===== src/hdl/ldcd_pkg.sv =====
/*
  Constants for the LED driver configuration register bank: register offsets,
  field positions, power-up values, write masks, nonvolatile memory timing and
  the serial-port states.
  Assumes a 200 MHz system clock and a single-cycle-read nonvolatile memory.
*/
package ldcd_pkg;

  localparam int CFG_NUM = 12;
  typedef logic [CFG_NUM-1:0][7:0] ldcd_cfg_t;

  // Offsets of the loadable configuration registers, entry 11 first.
  localparam ldcd_cfg_t CFG_OFFSET = {8'h0f, 8'h0e, 8'h0d, 8'h0c, 8'h0b, 8'h08,
                                      8'h06, 8'h05, 8'h04, 8'h03, 8'h02, 8'h00};
  // Values held until the nonvolatile load replaces them.
  localparam ldcd_cfg_t CFG_DEFAULT = {8'hff, 8'hff, 8'h01, 8'h00, 8'h0f, 8'h71,
                                       8'h32, 8'h1e, 8'h5a, 8'h04, 8'h77, 8'hff};
  // Implemented bits of each register; the rest read as zero after a write, boot load or recall.
  localparam ldcd_cfg_t CFG_MASK = {8'hff, 8'hff, 8'h1f, 8'h0f, 8'h7f, 8'hff,
                                    8'hff, 8'hff, 8'hff, 8'h07, 8'hbf, 8'hff};

  localparam logic [7:0] OFS_DAC_READBACK = 8'h59;
  localparam logic [7:0] OFS_NVM_ADDRESS = 8'h90;
  localparam logic [7:0] OFS_NVM_CONTROL = 8'h91;
  localparam logic [7:0] HOLE_FIRST = 8'h58;
  localparam logic [7:0] HOLE_LAST = 8'h8f;

  localparam int DAC_ACTIVE_BIT = 7;
  localparam int NVM_BUSY_BIT = 7;
  localparam int NVM_BOOT_BIT = 6;
  localparam int NVM_ERR_BIT = 5;
  localparam int NVM_STORE_BIT = 1;
  localparam int NVM_RECALL_BIT = 0;
  localparam logic [7:0] NVM_ADDRESS_RESET = 8'h00;

  localparam int CLK_PERIOD_NS = 5;
  localparam int NVM_WRITE_TIME_US = 10;
  localparam int NVM_WRITE_CYCLES = (NVM_WRITE_TIME_US * 1000 + CLK_PERIOD_NS - 1)
                                    / CLK_PERIOD_NS;
  localparam int BUSY_W = 16;

  typedef enum logic [6:0] {
    I2C_IDLE = 7'b0000001,
    I2C_ADDR = 7'b0000010,
    I2C_AACK = 7'b0000100,
    I2C_WR   = 7'b0001000,
    I2C_WACK = 7'b0010000,
    I2C_RD   = 7'b0100000,
    I2C_RACK = 7'b1000000
  } ldcd_i2c_e;

endpackage


===== src/hdl/ldcd_top.sv =====
/*
  Configuration register bank of an eight-string LED driver, reached over the
  two-wire serial port, with power-up load of its values from nonvolatile memory
  and host store and recall through the user memory registers.
  Assumes scl and sda arrive from pins, the optimizer readback from an analog
  block, and a nonvolatile memory whose read data stands in the cycle rd is high.
*/
// Operation
// - Power-up loads configuration registers from nonvolatile memory.
// - String enables default to all eight on.
// - Power configuration defaults to 0x77, device awake.
// - Oscillator select defaults to code 4, 20MHz.
// - Over-temperature threshold defaults to 90 degrees.
// - System temperature defaults to 30 degrees.
// - Derating slope defaults to 50 degrees.
// - Pulse-width configuration defaults to 0x71.
// - Global brightness defaults to 15 of 128.
// - Grayscale clock divider defaults to no division.
// - Frame-sync multiplier defaults to one.
// - Both optimizer monitor registers default to 0xFF.
// - Registers 0x90, 0x91 reach user nonvolatile memory.
`timescale 1ns/1ps
module ldcd_top #(
  parameter logic [6:0] DEV_ADDR = 7'h2a
) (
  // Clock and reset.
  input wire logic clk,
  input wire logic rst_b,
  // Serial port pins.
  input wire logic scl_in,
  input wire logic sda_in,
  output logic sda_out,
  output logic sda_oe,
  // Optimizer converter status from the analog side.
  input wire logic [3:0] optimizer_dac_code,
  input wire logic optimizer_active_flag,
  // Nonvolatile memory port.
  output logic nvm_rd,
  output logic nvm_wr,
  output logic [6:0] nvm_addr,
  output logic [7:0] nvm_wdata,
  input wire logic [7:0] nvm_rdata,
  // Configuration values for the rest of the device.
  output logic [7:0] string_enable,
  output logic [7:0] power_config,
  output logic [7:0] oscillator_select,
  output logic [7:0] overtemp_threshold,
  output logic [7:0] system_temperature,
  output logic [7:0] overtemp_derate_slope,
  output logic [7:0] pulse_width_config,
  output logic [7:0] global_brightness,
  output logic [7:0] grayscale_clock_divider,
  output logic [7:0] frame_sync_multiplier,
  output logic [7:0] optimizer_monitor_low,
  output logic [7:0] optimizer_monitor_high,
  // Status.
  output logic boot_load_active_flag,
  output logic nvm_busy_flag
);
  import ldcd_pkg::*;

  if (DEV_ADDR < 7'h08 || DEV_ADDR > 7'h77) begin : g_addr_check
    $error("Device address lies in a reserved range.");
  end

  typedef struct packed {
    logic [2:0] scl_s;
    logic [2:0] sda_s;
    logic [4:0] dac_s0;
    logic [4:0] dac_s1;
    ldcd_i2c_e i2c;
    logic [2:0] bit_cnt;
    logic full;
    logic first;
    logic rw;
    logic [7:0] shreg;
    logic [7:0] ptr;
    logic sda_oe;
    logic sda_out;
    ldcd_cfg_t cfg;
    logic [6:0] user_addr;
    logic err;
    logic boot;
    logic recall;
    logic [3:0] idx;
    logic phase;
    logic nvm_rd;
    logic nvm_wr;
    logic [6:0] nvm_a;
    logic [7:0] nvm_wd;
    logic [BUSY_W-1:0] busy_cnt;
    logic busy;
  } ldcd_state_s;

  ldcd_state_s st_ff;
  ldcd_state_s nxt_st;

  function automatic logic [4:0] cfg_lookup(input logic [7:0] a);
    logic [4:0] r;
    r = 5'h00;
    for (int i = 0; i < CFG_NUM; i++) begin
      if (CFG_OFFSET[i] == a) begin
        r = {1'b1, 4'(i)};
      end
    end
    return r;
  endfunction

  function automatic logic [7:0] read_reg(input ldcd_state_s s, input logic [7:0] a);
    logic [4:0] hit;
    logic [7:0] d;
    hit = cfg_lookup(a);
    d = 8'h00;
    if (hit[4]) begin
      d = s.cfg[hit[3:0]];
    end else if (a == OFS_DAC_READBACK) begin
      d = {s.dac_s1[4], 3'h0, s.dac_s1[3:0]};
    end else if (a == OFS_NVM_ADDRESS) begin
      d = {1'b0, s.user_addr};
    end else if (a == OFS_NVM_CONTROL) begin
      d[NVM_BUSY_BIT] = s.busy;
      d[NVM_BOOT_BIT] = s.boot;
      d[NVM_ERR_BIT] = s.err;
    end
    return d;
  endfunction

  logic scl_rise;
  logic scl_fall;
  logic start_cond;
  logic stop_cond;
  logic sda_now;
  logic [7:0] rd_data;
  logic [4:0] hit;
  logic set_err;
  logic [6:0] op_addr;
  logic [4:0] op_hit;

  always_comb begin
    nxt_st = st_ff;
    sda_now = st_ff.sda_s[1];
    scl_rise = st_ff.scl_s[1] && !st_ff.scl_s[2];
    scl_fall = !st_ff.scl_s[1] && st_ff.scl_s[2];
    start_cond = st_ff.scl_s[1] && st_ff.scl_s[2] && !st_ff.sda_s[1] && st_ff.sda_s[2];
    stop_cond = st_ff.scl_s[1] && st_ff.scl_s[2] && st_ff.sda_s[1] && !st_ff.sda_s[2];
    rd_data = 8'h00;
    hit = 5'h00;
    set_err = 1'b0;
    op_addr = st_ff.user_addr;
    op_hit = cfg_lookup({1'b0, op_addr});
    nxt_st.scl_s = {st_ff.scl_s[1:0], scl_in};
    nxt_st.sda_s = {st_ff.sda_s[1:0], sda_in};
    nxt_st.dac_s0 = {optimizer_active_flag, optimizer_dac_code};
    nxt_st.dac_s1 = st_ff.dac_s0;
    nxt_st.nvm_rd = 1'b0;
    nxt_st.nvm_wr = 1'b0;
    nxt_st.sda_out = 1'b0;
    if (st_ff.busy_cnt != '0) begin
      nxt_st.busy_cnt = st_ff.busy_cnt - 1'b1;
    end
    if (start_cond) begin
      nxt_st.i2c = I2C_ADDR;
      nxt_st.bit_cnt = 3'h0;
      nxt_st.full = 1'b0;
      nxt_st.first = 1'b1;
      nxt_st.sda_oe = 1'b0;
    end else if (stop_cond) begin
      nxt_st.i2c = I2C_IDLE;
      nxt_st.sda_oe = 1'b0;
    end else begin
      unique case (st_ff.i2c)
        I2C_IDLE: begin
          nxt_st.sda_oe = 1'b0;
        end
        I2C_ADDR, I2C_WR: begin
          if (scl_rise) begin
            nxt_st.shreg = {st_ff.shreg[6:0], sda_now};
            nxt_st.bit_cnt = st_ff.bit_cnt + 3'h1;
            nxt_st.full = (st_ff.bit_cnt == 3'h7);
          end else if (scl_fall && st_ff.full) begin
            nxt_st.full = 1'b0;
            if (st_ff.i2c == I2C_ADDR) begin
              if (st_ff.shreg[7:1] == DEV_ADDR) begin
                nxt_st.sda_oe = 1'b1;
                nxt_st.rw = st_ff.shreg[0];
                nxt_st.i2c = I2C_AACK;
              end else begin
                nxt_st.i2c = I2C_IDLE;
              end
            end else begin
              nxt_st.sda_oe = 1'b1;
              nxt_st.i2c = I2C_WACK;
              if (st_ff.first) begin
                nxt_st.first = 1'b0;
                nxt_st.ptr = st_ff.shreg;
              end else begin
                nxt_st.ptr = st_ff.ptr + 8'h01;
                hit = cfg_lookup(st_ff.ptr);
                if (hit[4]) begin
                  if (!st_ff.boot) begin
                    nxt_st.cfg[hit[3:0]] = st_ff.shreg & CFG_MASK[hit[3:0]];
                  end
                end else if (st_ff.ptr == OFS_NVM_ADDRESS) begin
                  nxt_st.user_addr = st_ff.shreg[6:0];
                end else if (st_ff.ptr == OFS_NVM_CONTROL) begin
                  op_addr = st_ff.user_addr;
                  if (st_ff.shreg[NVM_ERR_BIT]) begin
                    nxt_st.err = 1'b0;
                  end
                  if (!st_ff.busy && st_ff.shreg[NVM_STORE_BIT]) begin
                    if (op_hit[4]) begin
                      nxt_st.nvm_wr = 1'b1;
                      nxt_st.nvm_a = op_addr;
                      nxt_st.nvm_wd = st_ff.cfg[op_hit[3:0]];
                      nxt_st.busy_cnt = BUSY_W'(NVM_WRITE_CYCLES);
                    end else begin
                      set_err = 1'b1;
                    end
                  end else if (!st_ff.busy && st_ff.shreg[NVM_RECALL_BIT]) begin
                    if (op_hit[4]) begin
                      nxt_st.nvm_rd = 1'b1;
                      nxt_st.nvm_a = op_addr;
                      nxt_st.recall = 1'b1;
                      nxt_st.idx = op_hit[3:0];
                    end else begin
                      set_err = 1'b1;
                    end
                  end
                end
                // Read-only readback and unmapped offsets take no write.
              end
            end
          end
        end
        I2C_AACK, I2C_WACK: begin
          if (scl_fall) begin
            nxt_st.bit_cnt = 3'h0;
            if (st_ff.i2c == I2C_AACK && st_ff.rw) begin
              rd_data = read_reg(st_ff, st_ff.ptr);
              nxt_st.shreg = rd_data;
              nxt_st.sda_oe = !rd_data[7];
              nxt_st.i2c = I2C_RD;
            end else begin
              nxt_st.sda_oe = 1'b0;
              nxt_st.i2c = I2C_WR;
            end
          end
        end
        I2C_RD: begin
          if (scl_rise) begin
            nxt_st.bit_cnt = st_ff.bit_cnt + 3'h1;
            nxt_st.full = (st_ff.bit_cnt == 3'h7);
          end else if (scl_fall) begin
            if (st_ff.full) begin
              nxt_st.full = 1'b0;
              nxt_st.sda_oe = 1'b0;
              nxt_st.i2c = I2C_RACK;
            end else begin
              nxt_st.shreg = {st_ff.shreg[6:0], 1'b0};
              nxt_st.sda_oe = !st_ff.shreg[6];
            end
          end
        end
        I2C_RACK: begin
          if (scl_rise) begin
            if (sda_now) begin
              nxt_st.i2c = I2C_IDLE;
            end else begin
              nxt_st.full = 1'b1;
            end
          end else if (scl_fall && st_ff.full) begin
            nxt_st.full = 1'b0;
            nxt_st.ptr = st_ff.ptr + 8'h01;
            rd_data = read_reg(st_ff, st_ff.ptr + 8'h01);
            nxt_st.shreg = rd_data;
            nxt_st.sda_oe = !rd_data[7];
            nxt_st.bit_cnt = 3'h0;
            nxt_st.i2c = I2C_RD;
          end
        end
      endcase
    end
    if (st_ff.boot) begin
      if (!st_ff.phase) begin
        nxt_st.nvm_rd = 1'b1;
        nxt_st.nvm_a = CFG_OFFSET[st_ff.idx][6:0];
        nxt_st.phase = 1'b1;
      end else begin
        nxt_st.cfg[st_ff.idx] = nvm_rdata & CFG_MASK[st_ff.idx];
        nxt_st.phase = 1'b0;
        nxt_st.idx = st_ff.idx + 4'h1;
        if (st_ff.idx == 4'(CFG_NUM - 1)) begin
          nxt_st.boot = 1'b0;
          nxt_st.idx = 4'h0;
        end
      end
    end else if (st_ff.recall) begin
      nxt_st.cfg[st_ff.idx] = nvm_rdata & CFG_MASK[st_ff.idx];
      nxt_st.recall = 1'b0;
    end
    if (set_err) begin
      nxt_st.err = 1'b1;
    end
    nxt_st.busy = nxt_st.boot || nxt_st.recall || (nxt_st.busy_cnt != '0);
  end

  always_ff @(posedge clk or negedge rst_b) begin
    if (!rst_b) begin
      st_ff <= '0;
      st_ff.scl_s <= 3'h7;
      st_ff.sda_s <= 3'h7;
      st_ff.i2c <= I2C_IDLE;
      st_ff.cfg <= CFG_DEFAULT;
      st_ff.user_addr <= NVM_ADDRESS_RESET[6:0];
      st_ff.boot <= 1'b1;
      st_ff.busy <= 1'b1;
    end else begin
      st_ff <= nxt_st;
    end
  end

  assign sda_out = st_ff.sda_out;
  assign sda_oe = st_ff.sda_oe;
  assign nvm_rd = st_ff.nvm_rd;
  assign nvm_wr = st_ff.nvm_wr;
  assign nvm_addr = st_ff.nvm_a;
  assign nvm_wdata = st_ff.nvm_wd;
  assign string_enable = st_ff.cfg[0];
  assign power_config = st_ff.cfg[1];
  assign oscillator_select = st_ff.cfg[2];
  assign overtemp_threshold = st_ff.cfg[3];
  assign system_temperature = st_ff.cfg[4];
  assign overtemp_derate_slope = st_ff.cfg[5];
  assign pulse_width_config = st_ff.cfg[6];
  assign global_brightness = st_ff.cfg[7];
  assign grayscale_clock_divider = st_ff.cfg[8];
  assign frame_sync_multiplier = st_ff.cfg[9];
  assign optimizer_monitor_low = st_ff.cfg[10];
  assign optimizer_monitor_high = st_ff.cfg[11];
  assign boot_load_active_flag = st_ff.boot;
  assign nvm_busy_flag = st_ff.busy;

endmodule

===== config.mk =====
export PLATFORM = sky130hd
export DESIGN_NAME = ldcd_top
export DESIGN_NICKNAME = d
export VERILOG_FILES = /design/src/hdl/ldcd_pkg.sv /design/src/hdl/ldcd_top.sv
export SDC_FILE = /design/constraint.sdc
export NUM_CORES = 1
export LEC_CHECK = 0
export BUFFER_PORTS_ARGS = -buffer_cell sky130_fd_sc_hd__buf_4
export CORE_UTILIZATION = 45
export CTS_CLUSTER_SIZE = 40
export DETAILED_ROUTE_END_ITERATION = 10
export PLACE_DENSITY = 0.7
export SYNTH_ARGS = -nofsm -noshare
export SYNTH_HDL_FRONTEND = slang
export SYNTH_SLANG_ARGS = --single-unit

===== constraint.sdc =====
create_clock -name clk -period 4.4 [get_ports clk]
set_input_delay 0.44 -clock clk [delete_from_list [all_inputs] [get_ports clk]]
set_output_delay 0.44 -clock clk [all_outputs]
set_load 0.02 [all_outputs]

* After elaboration in Yosys (flattened, before gate mapping)
Memory sizes are Yosys's and may differ from the RTL's.
Cells that the tools add are included.
** Storage, ports and cells
- Memory bits (read-only) :: 384
- Flip-flop bits (word level) :: 191
- Input bits :: 17
- Word-level logic and storage cells :: 417
- Memories kept :: 3
** Cells by class
- Reduce and logical (&&, ||, !) cells :: 52
- Equality and inequality tests :: 88
- $add $sub $neg :: 4
- Multiplexer cells :: 218
- Bitwise operators :: 9
- Order comparisons :: 7
** Memory list
- (no name shown) :: words 16, bits a word 8, rd ports 1, clocked after Yosys merged registers in 0, wr ports 0, line ldcd_top.sv:298 : nxt_st.cfg[st_ff.idx] = nvm_rdata & CFG_MASK[st_ff.idx];
- (no name shown) :: words 16, bits a word 8, rd ports 1, clocked after Yosys merged registers in 0, wr ports 0, line ldcd_top.sv:286 : nxt_st.nvm_a = CFG_OFFSET[st_ff.idx][6:0];
- (no name shown) :: words 16, bits a word 8, rd ports 1, clocked after Yosys merged registers in 0, wr ports 0, line ldcd_top.sv:201 : nxt_st.cfg[hit[3:0]] = st_ff.shreg & CFG_MASK[hit[3:0]];
** Operator list (number)
- 104-bit 2-to-1 mux :: 7
- 96-bit 2-to-1 mux :: 5
- 5-bit 2-to-1 mux :: 68
- 33-bit 2-to-1 mux :: 10
- 8-bit 2-to-1 mux :: 30
- 96-bit bitwise mux :: 2
- 7-bit 2-to-1 mux :: 16
- 8-bit binary-select mux with 4-bit select :: 3
- 4-bit by 8-bit equality test with 1-bit output, first input constant :: 12
- 8-bit demux with 4-bit select :: 2
- 3-bit by 8-bit equality test with 1-bit output, first input constant :: 6
- 4-bit inequality test, second input constant :: 12
- 1-bit 2-to-1 mux :: 45
- 4-bit by 7-bit equality test with 1-bit output, first input constant :: 6
- 10-bit case mux with 4 select lines :: 1
- 17-bit 2-to-1 mux :: 2
- 2-bit by 8-bit equality test with 1-bit output, first input constant :: 4
- 8-bit equality test, second input constant :: 4
- 32-bit 2-to-1 mux :: 1
- 2-bit inequality test, second input constant :: 16
- 8-bit case mux with 4 select lines :: 1
- 16-bit nonzero test :: 2
- 4-bit by 5-bit less-than comparator with 1-bit output, second input constant :: 5
- 24-bit 2-to-1 mux :: 1
- 52 further kinds :: 117

* Logic depth before layout (Yosys ltp)
- Depth after elaboration :: 37
- Mapped depth :: 17

* Least setup slack after synthesis
Ideal clock, no wire load.
- Path type :: reg-to-reg
- Start point :: reg st_ff[147] (netlist name)
- End point :: reg st_ff (netlist bit grayscale_clock_divider[0])
- Path slack :: 1.167 ns
- Buffers on the path :: 3
- Cell stages (with the launch flop) :: 15
- Setup time :: 0.136 ns
- Arrival time :: 3.098 ns
- Required time :: 4.264 ns
- Period minus slack after synthesis :: 3.233 ns
- Cells stage by stage :: dfrtp_1 -> buf_2 -> inv_1 -> ha_1 -> or2_2 -> a221o_1 -> nor2_8 -> inv_2 -> clkbuf_1 -> ha_1 -> nor2b_1 -> nand2_1 -> clkbuf_1 -> mux2i_1 -> a21oi_1
** RTL lines
- from (decl) :: line ldcd_top.sv:95 : ldcd_state_s st_ff;
- from (signal assigned) :: line ldcd_top.sv:318 : st_ff <= nxt_st;

* Worst setup path in the final report
- Start point :: reg st_ff[147] (netlist name)
- End point :: reg st_ff[160] (netlist name)
** Between the ends
- Longest elaborated chain between the ends :: 29
** RTL lines
- 8-bit by 1-bit adder with 8-bit output :: line ldcd_top.sv:274 : rd_data = read_reg(st_ff, st_ff.ptr + 8'h01);
- 2-bit by 8-bit equality test with 1-bit output :: line ldcd_top.sv:102 : if (CFG_OFFSET[i] == a) begin
- 5-bit 2-to-1 mux (11 in series) :: line ldcd_top.sv:102
- 5-bit 2-to-1 mux :: line ldcd_top.sv:271 : end else if (scl_fall && st_ff.full) begin
- 5-bit 2-to-1 mux :: line ldcd_top.sv:265 : if (scl_rise) begin
- 5-bit 2-to-1 mux :: line ldcd_top.sv:171 : unique case (st_ff.i2c)
- 5-bit 2-to-1 mux :: line ldcd_top.sv:167 : end else if (stop_cond) begin
- 5-bit 2-to-1 mux :: line ldcd_top.sv:161 : if (start_cond) begin
- [... 3 more ...]
- 8-bit 2-to-1 mux :: line ldcd_top.sv:271
- 8-bit 2-to-1 mux :: line ldcd_top.sv:265
- 8-bit 2-to-1 mux :: line ldcd_top.sv:171
- 8-bit 2-to-1 mux :: line ldcd_top.sv:167
- 8-bit 2-to-1 mux :: line ldcd_top.sv:161
- 17-bit 2-to-1 mux :: line ldcd_top.sv:271
- 17-bit 2-to-1 mux :: line ldcd_top.sv:265
- 8-bit case mux with 4 select lines (*) :: line ldcd_top.sv:171
Mark *: on every way between the ends. The rest lies on a longest branch, timed or not. The select of a mux whose other input is x is not followed.
A chain may end at the register's enable or synchronous reset.

==> results.json <==
{
  "outcome": "finished clean",
  "ctsHtreeMaxLevel": 4,
  "worst_path_most_repeated_cell": "mux2i_1",
  "final_hold_viol_count": 0,
  "postSynth.asyncResetShare": 1.00,
  "cts.repair_timing.setup_buffer_count": 0,
  "layout_worst_path_cycle_share": 0.970,
  "number_of_buffers_inserted_during_clock_tree_synthesis": 17,
  "wl_met2_um": 21500,
  "synth_fp_nets": 1648,
  "layout-drive-gt1-share": 0.220,
  "post_cts_resized": 0,
  "max_fclk_ghz": 0.234,
  "max_flop_register": "st_ff",
  "drc": 0,
  "critical_path_arrival_ns": 4.60,
  "drv.max_cap_violation_count": 0,
  "clk_root_buf": "clkbuf_16",
  "globalRoute.totalOverflow": 0,
  "routedWlPerCell_um": 24.6,
  "slowest_cell_on_crit_path": "a311oi_1",
  "crit_fanout": 18,
  "detailedRoute.firstIterationViolations": 1504,
  "synth_cell_types": 94,
  "wl_met3_um": 4860,
  "numClockSinks": 191,
  "layout.nets": 1628,
  "clock_tree_from_tritoncts": "built",
  "most_used_flip_flop_cell_after_synthesis": "dfrtp_1",
  "top_layer_used": "met4",
  "postSynthCellCount": 1609,
  "timing.critical_path.required_ns": 4.74,
  "final_common_cell": "nand2_1",
  "tightestPinTransition_ns": 1.14,
  "critPathCaptureType": "flop",
  "hold_path_class": "primary input to flop",
  "wire_length_of_the_first_global_routing_pass_um": 73600,
  "crit_type": "flop to flop",
  "routabilityCongestion": 1.04,
  "setup_total_negative_slack_ns": 0,
  "drt-pass1-iter-count": 6,
  "cp_slowest_stage_delay_ns": 0.60,
  "finalCriticalPeriod_ns": 4.27,
  "grt_setup_unrepaired": "false",
  "post-dp-hpwl_um": 36200,
  "io_buffers": 132,
  "grt_max_degree": 113,
  "wl_met1_um": 20800,
  "cts_hold_buffers": 0,
  "grtUsageTotal": 0.313,
  "timing_max_transition_violations_final": 0,
  "ir_drop_mv": 0.296,
  "yosysWarnings": 0,
  "ioPinCount": 134,
  "initial_utilization": 0.458,
  "synth_edf_count": 0,
  "fp.dieArea_mm2": 0.0318,
  "worstPathCellList": "inv_1, ha_1, or2_2, a221o_1, nor2_8, buf_4, mux2i_1, mux2i_1, o221ai_1, nand3_1, a311oi_1, nor2_1",
  "avgSynthCellArea_um2": 8.70,
  "detail_route.vias_per_cell": 6.35,
  "fp.coreArea_mm2": 0.0306,
  "area_delta_synth_final_pct": 8.47,
  "drt.antenna.violating_nets": 0,
  "most-common-layout-cells": "228 x nand2_1, 177 x buf_4, 133 x nor2_1, 133 x o21ai_0, 131 x dfrtp_1",
  "fp.dieH_um": 178,
  "die_width_um": 178,
  "yosys_register_bits": 191,
  "setup_viol": 0,
  "insertion_delay_ns": 0.47,
  "pwr_density_cell_mw_per_mm2": 287,
  "clock_skew_ns": 0.0178,
  "synth_area_mm2": 0.0140,
  "worst_slew_margin_rel": 0.239,
  "cp_num_buf_inv": 2,
  "portion_of_the_post_synthesis_area_used_by_sequential_elements": 0.347,
  "fin_hold_ws_ns": 0.0815,
  "cts-root-to-sink-buffers": 2,
  "kind_of_start_point_of_the_critical_path": "flop",
  "cts.clk_slew.worst_paths_ns": 0.08,
  "total_leakage_power_uw": 0.00726,
  "critPathTopFamily": "compound AO/OA/AOI/OAI gates",
  "dr_vias": 12700,
  "num_rows": 64,
  "first_global_vias": 11600,
  "detail_route.wirelength_um": 49100,
  "largest_register_ffs": 66,
  "antenna_violations_before_repair": 1
}
path summary, 6_finish.rpt:
kind                       slack [ns]                  start                    end  depth (start not counted)
max in group asynchronous        3.32                  rst_b  pulse_width_config[5]                          2
setup / recovery                 0.13             st_ff[147]             st_ff[160]                         12
hold reg to reg                  0.35            nxt_st[176]             st_ff[176]                          0
setup reg to reg                 0.13             st_ff[147]             st_ff[160]                         12
hold / removal                   0.08  optimizer_dac_code[2]            nxt_st[178]                          1
min in group asynchronous        0.09                  rst_b               st_ff[3]                          1
metrics by stage:
stage,instances,util,total power (µW),setup slack (ns),area [µm²]
after global placement,1966,0.476,2640,0.331,14600
after global routing,1998,0.497,4490,0.0886,15200
after detailed placement,1966,0.476,2650,0.265,14600
after floorplan,1609,-,2360,1.17,14000
final,1999,0.497,4360,0.134,15200
after CTS,1998,0.497,4350,0.245,15200
per-layer routing:
metal | global-route usage | vias to the layer above
met2 | 0.463 | 769
met1 | 0.438 | 6184
met4 | 0.136 | 0
li1 | - | 5622
met3 | 0.0680 | 120
met5 | 0 | -
worst register-to-register path, cell delays in order, from the launching register on:
cell and delay (ns):
dfrtp_1 0.52, inv_1 0.13, ha_1 0.37, or2_2 0.40, a221o_1 0.42, nor2_8 0.30
buf_4 0.33, mux2i_1 0.27, mux2i_1 0.10, o221ai_1 0.32, nand3_1 0.26, a311oi_1 0.60
nor2_1 0.10
layout make-up:
class | instances | area, µm²
inverter | 25 | 96.3
timing repair buffer | 180 | 1380
multi-input combinational | 1174 | 7730
clock buffer | 20 | 447
tap | 396 | 495
fill | 2920 | 15400
antenna | 1 | 2.50
sequential | 191 | 4850
clock inverter | 12 | 184
cell families after synthesis:
family | synth area share
and+or+nand+nor | 0.183
AOI/OAI and AO/OA | 0.182
buffers and inverters | 0.103
DFF | 0.347
muxes | 0.148
xor gates and xnor gates | 0.0182
adders and majority gates | 0.0197
other | 0.000268
power by group:
part	internal, µW	switching [µW]	total, µW
Sequential	1840	205	2050
Clock	974	735	1710
Combinational	210	387	597
synth_stat cells, types with 7 or more instances:
cell / number / area (µm²)
a22oi_1: 14 / 105
nor2b_1: 13 / 81.3
a21oi_1: 118 / 591
o2111ai_1: 8 / 70.1
mux2i_1: 126 / 1260
ha_1: 22 / 275
a22o_1: 18 / 158
nand2b_1: 7 / 43.8
inv_1: 22 / 82.6
a31oi_1: 9 / 56.3
a32oi_1: 10 / 87.6
clkbuf_1: 65 / 244
nand2_1: 228 / 856
buf_4: 123 / 923
nor3_1: 23 / 115
nor3b_1: 7 / 52.6
o21ai_0: 133 / 666
nand4_1: 12 / 75.1
buf_2: 26 / 130
mux4_2: 24 / 541
dfstp_2: 60 / 1580
mux2_2: 22 / 248
o21ai_1: 7 / 35.0
and2_1: 9 / 56.3
nor4_1: 8 / 50.1
or3_1: 8 / 50.1
dfrtp_1: 131 / 3280
nand3_1: 41 / 205
and3_1: 13 / 81.3
xnor2_1: 13 / 114
nor2_1: 133 / 499
xor2_1: 13 / 114
a211oi_1: 11 / 82.6
(Power assumes the default switching activity.)
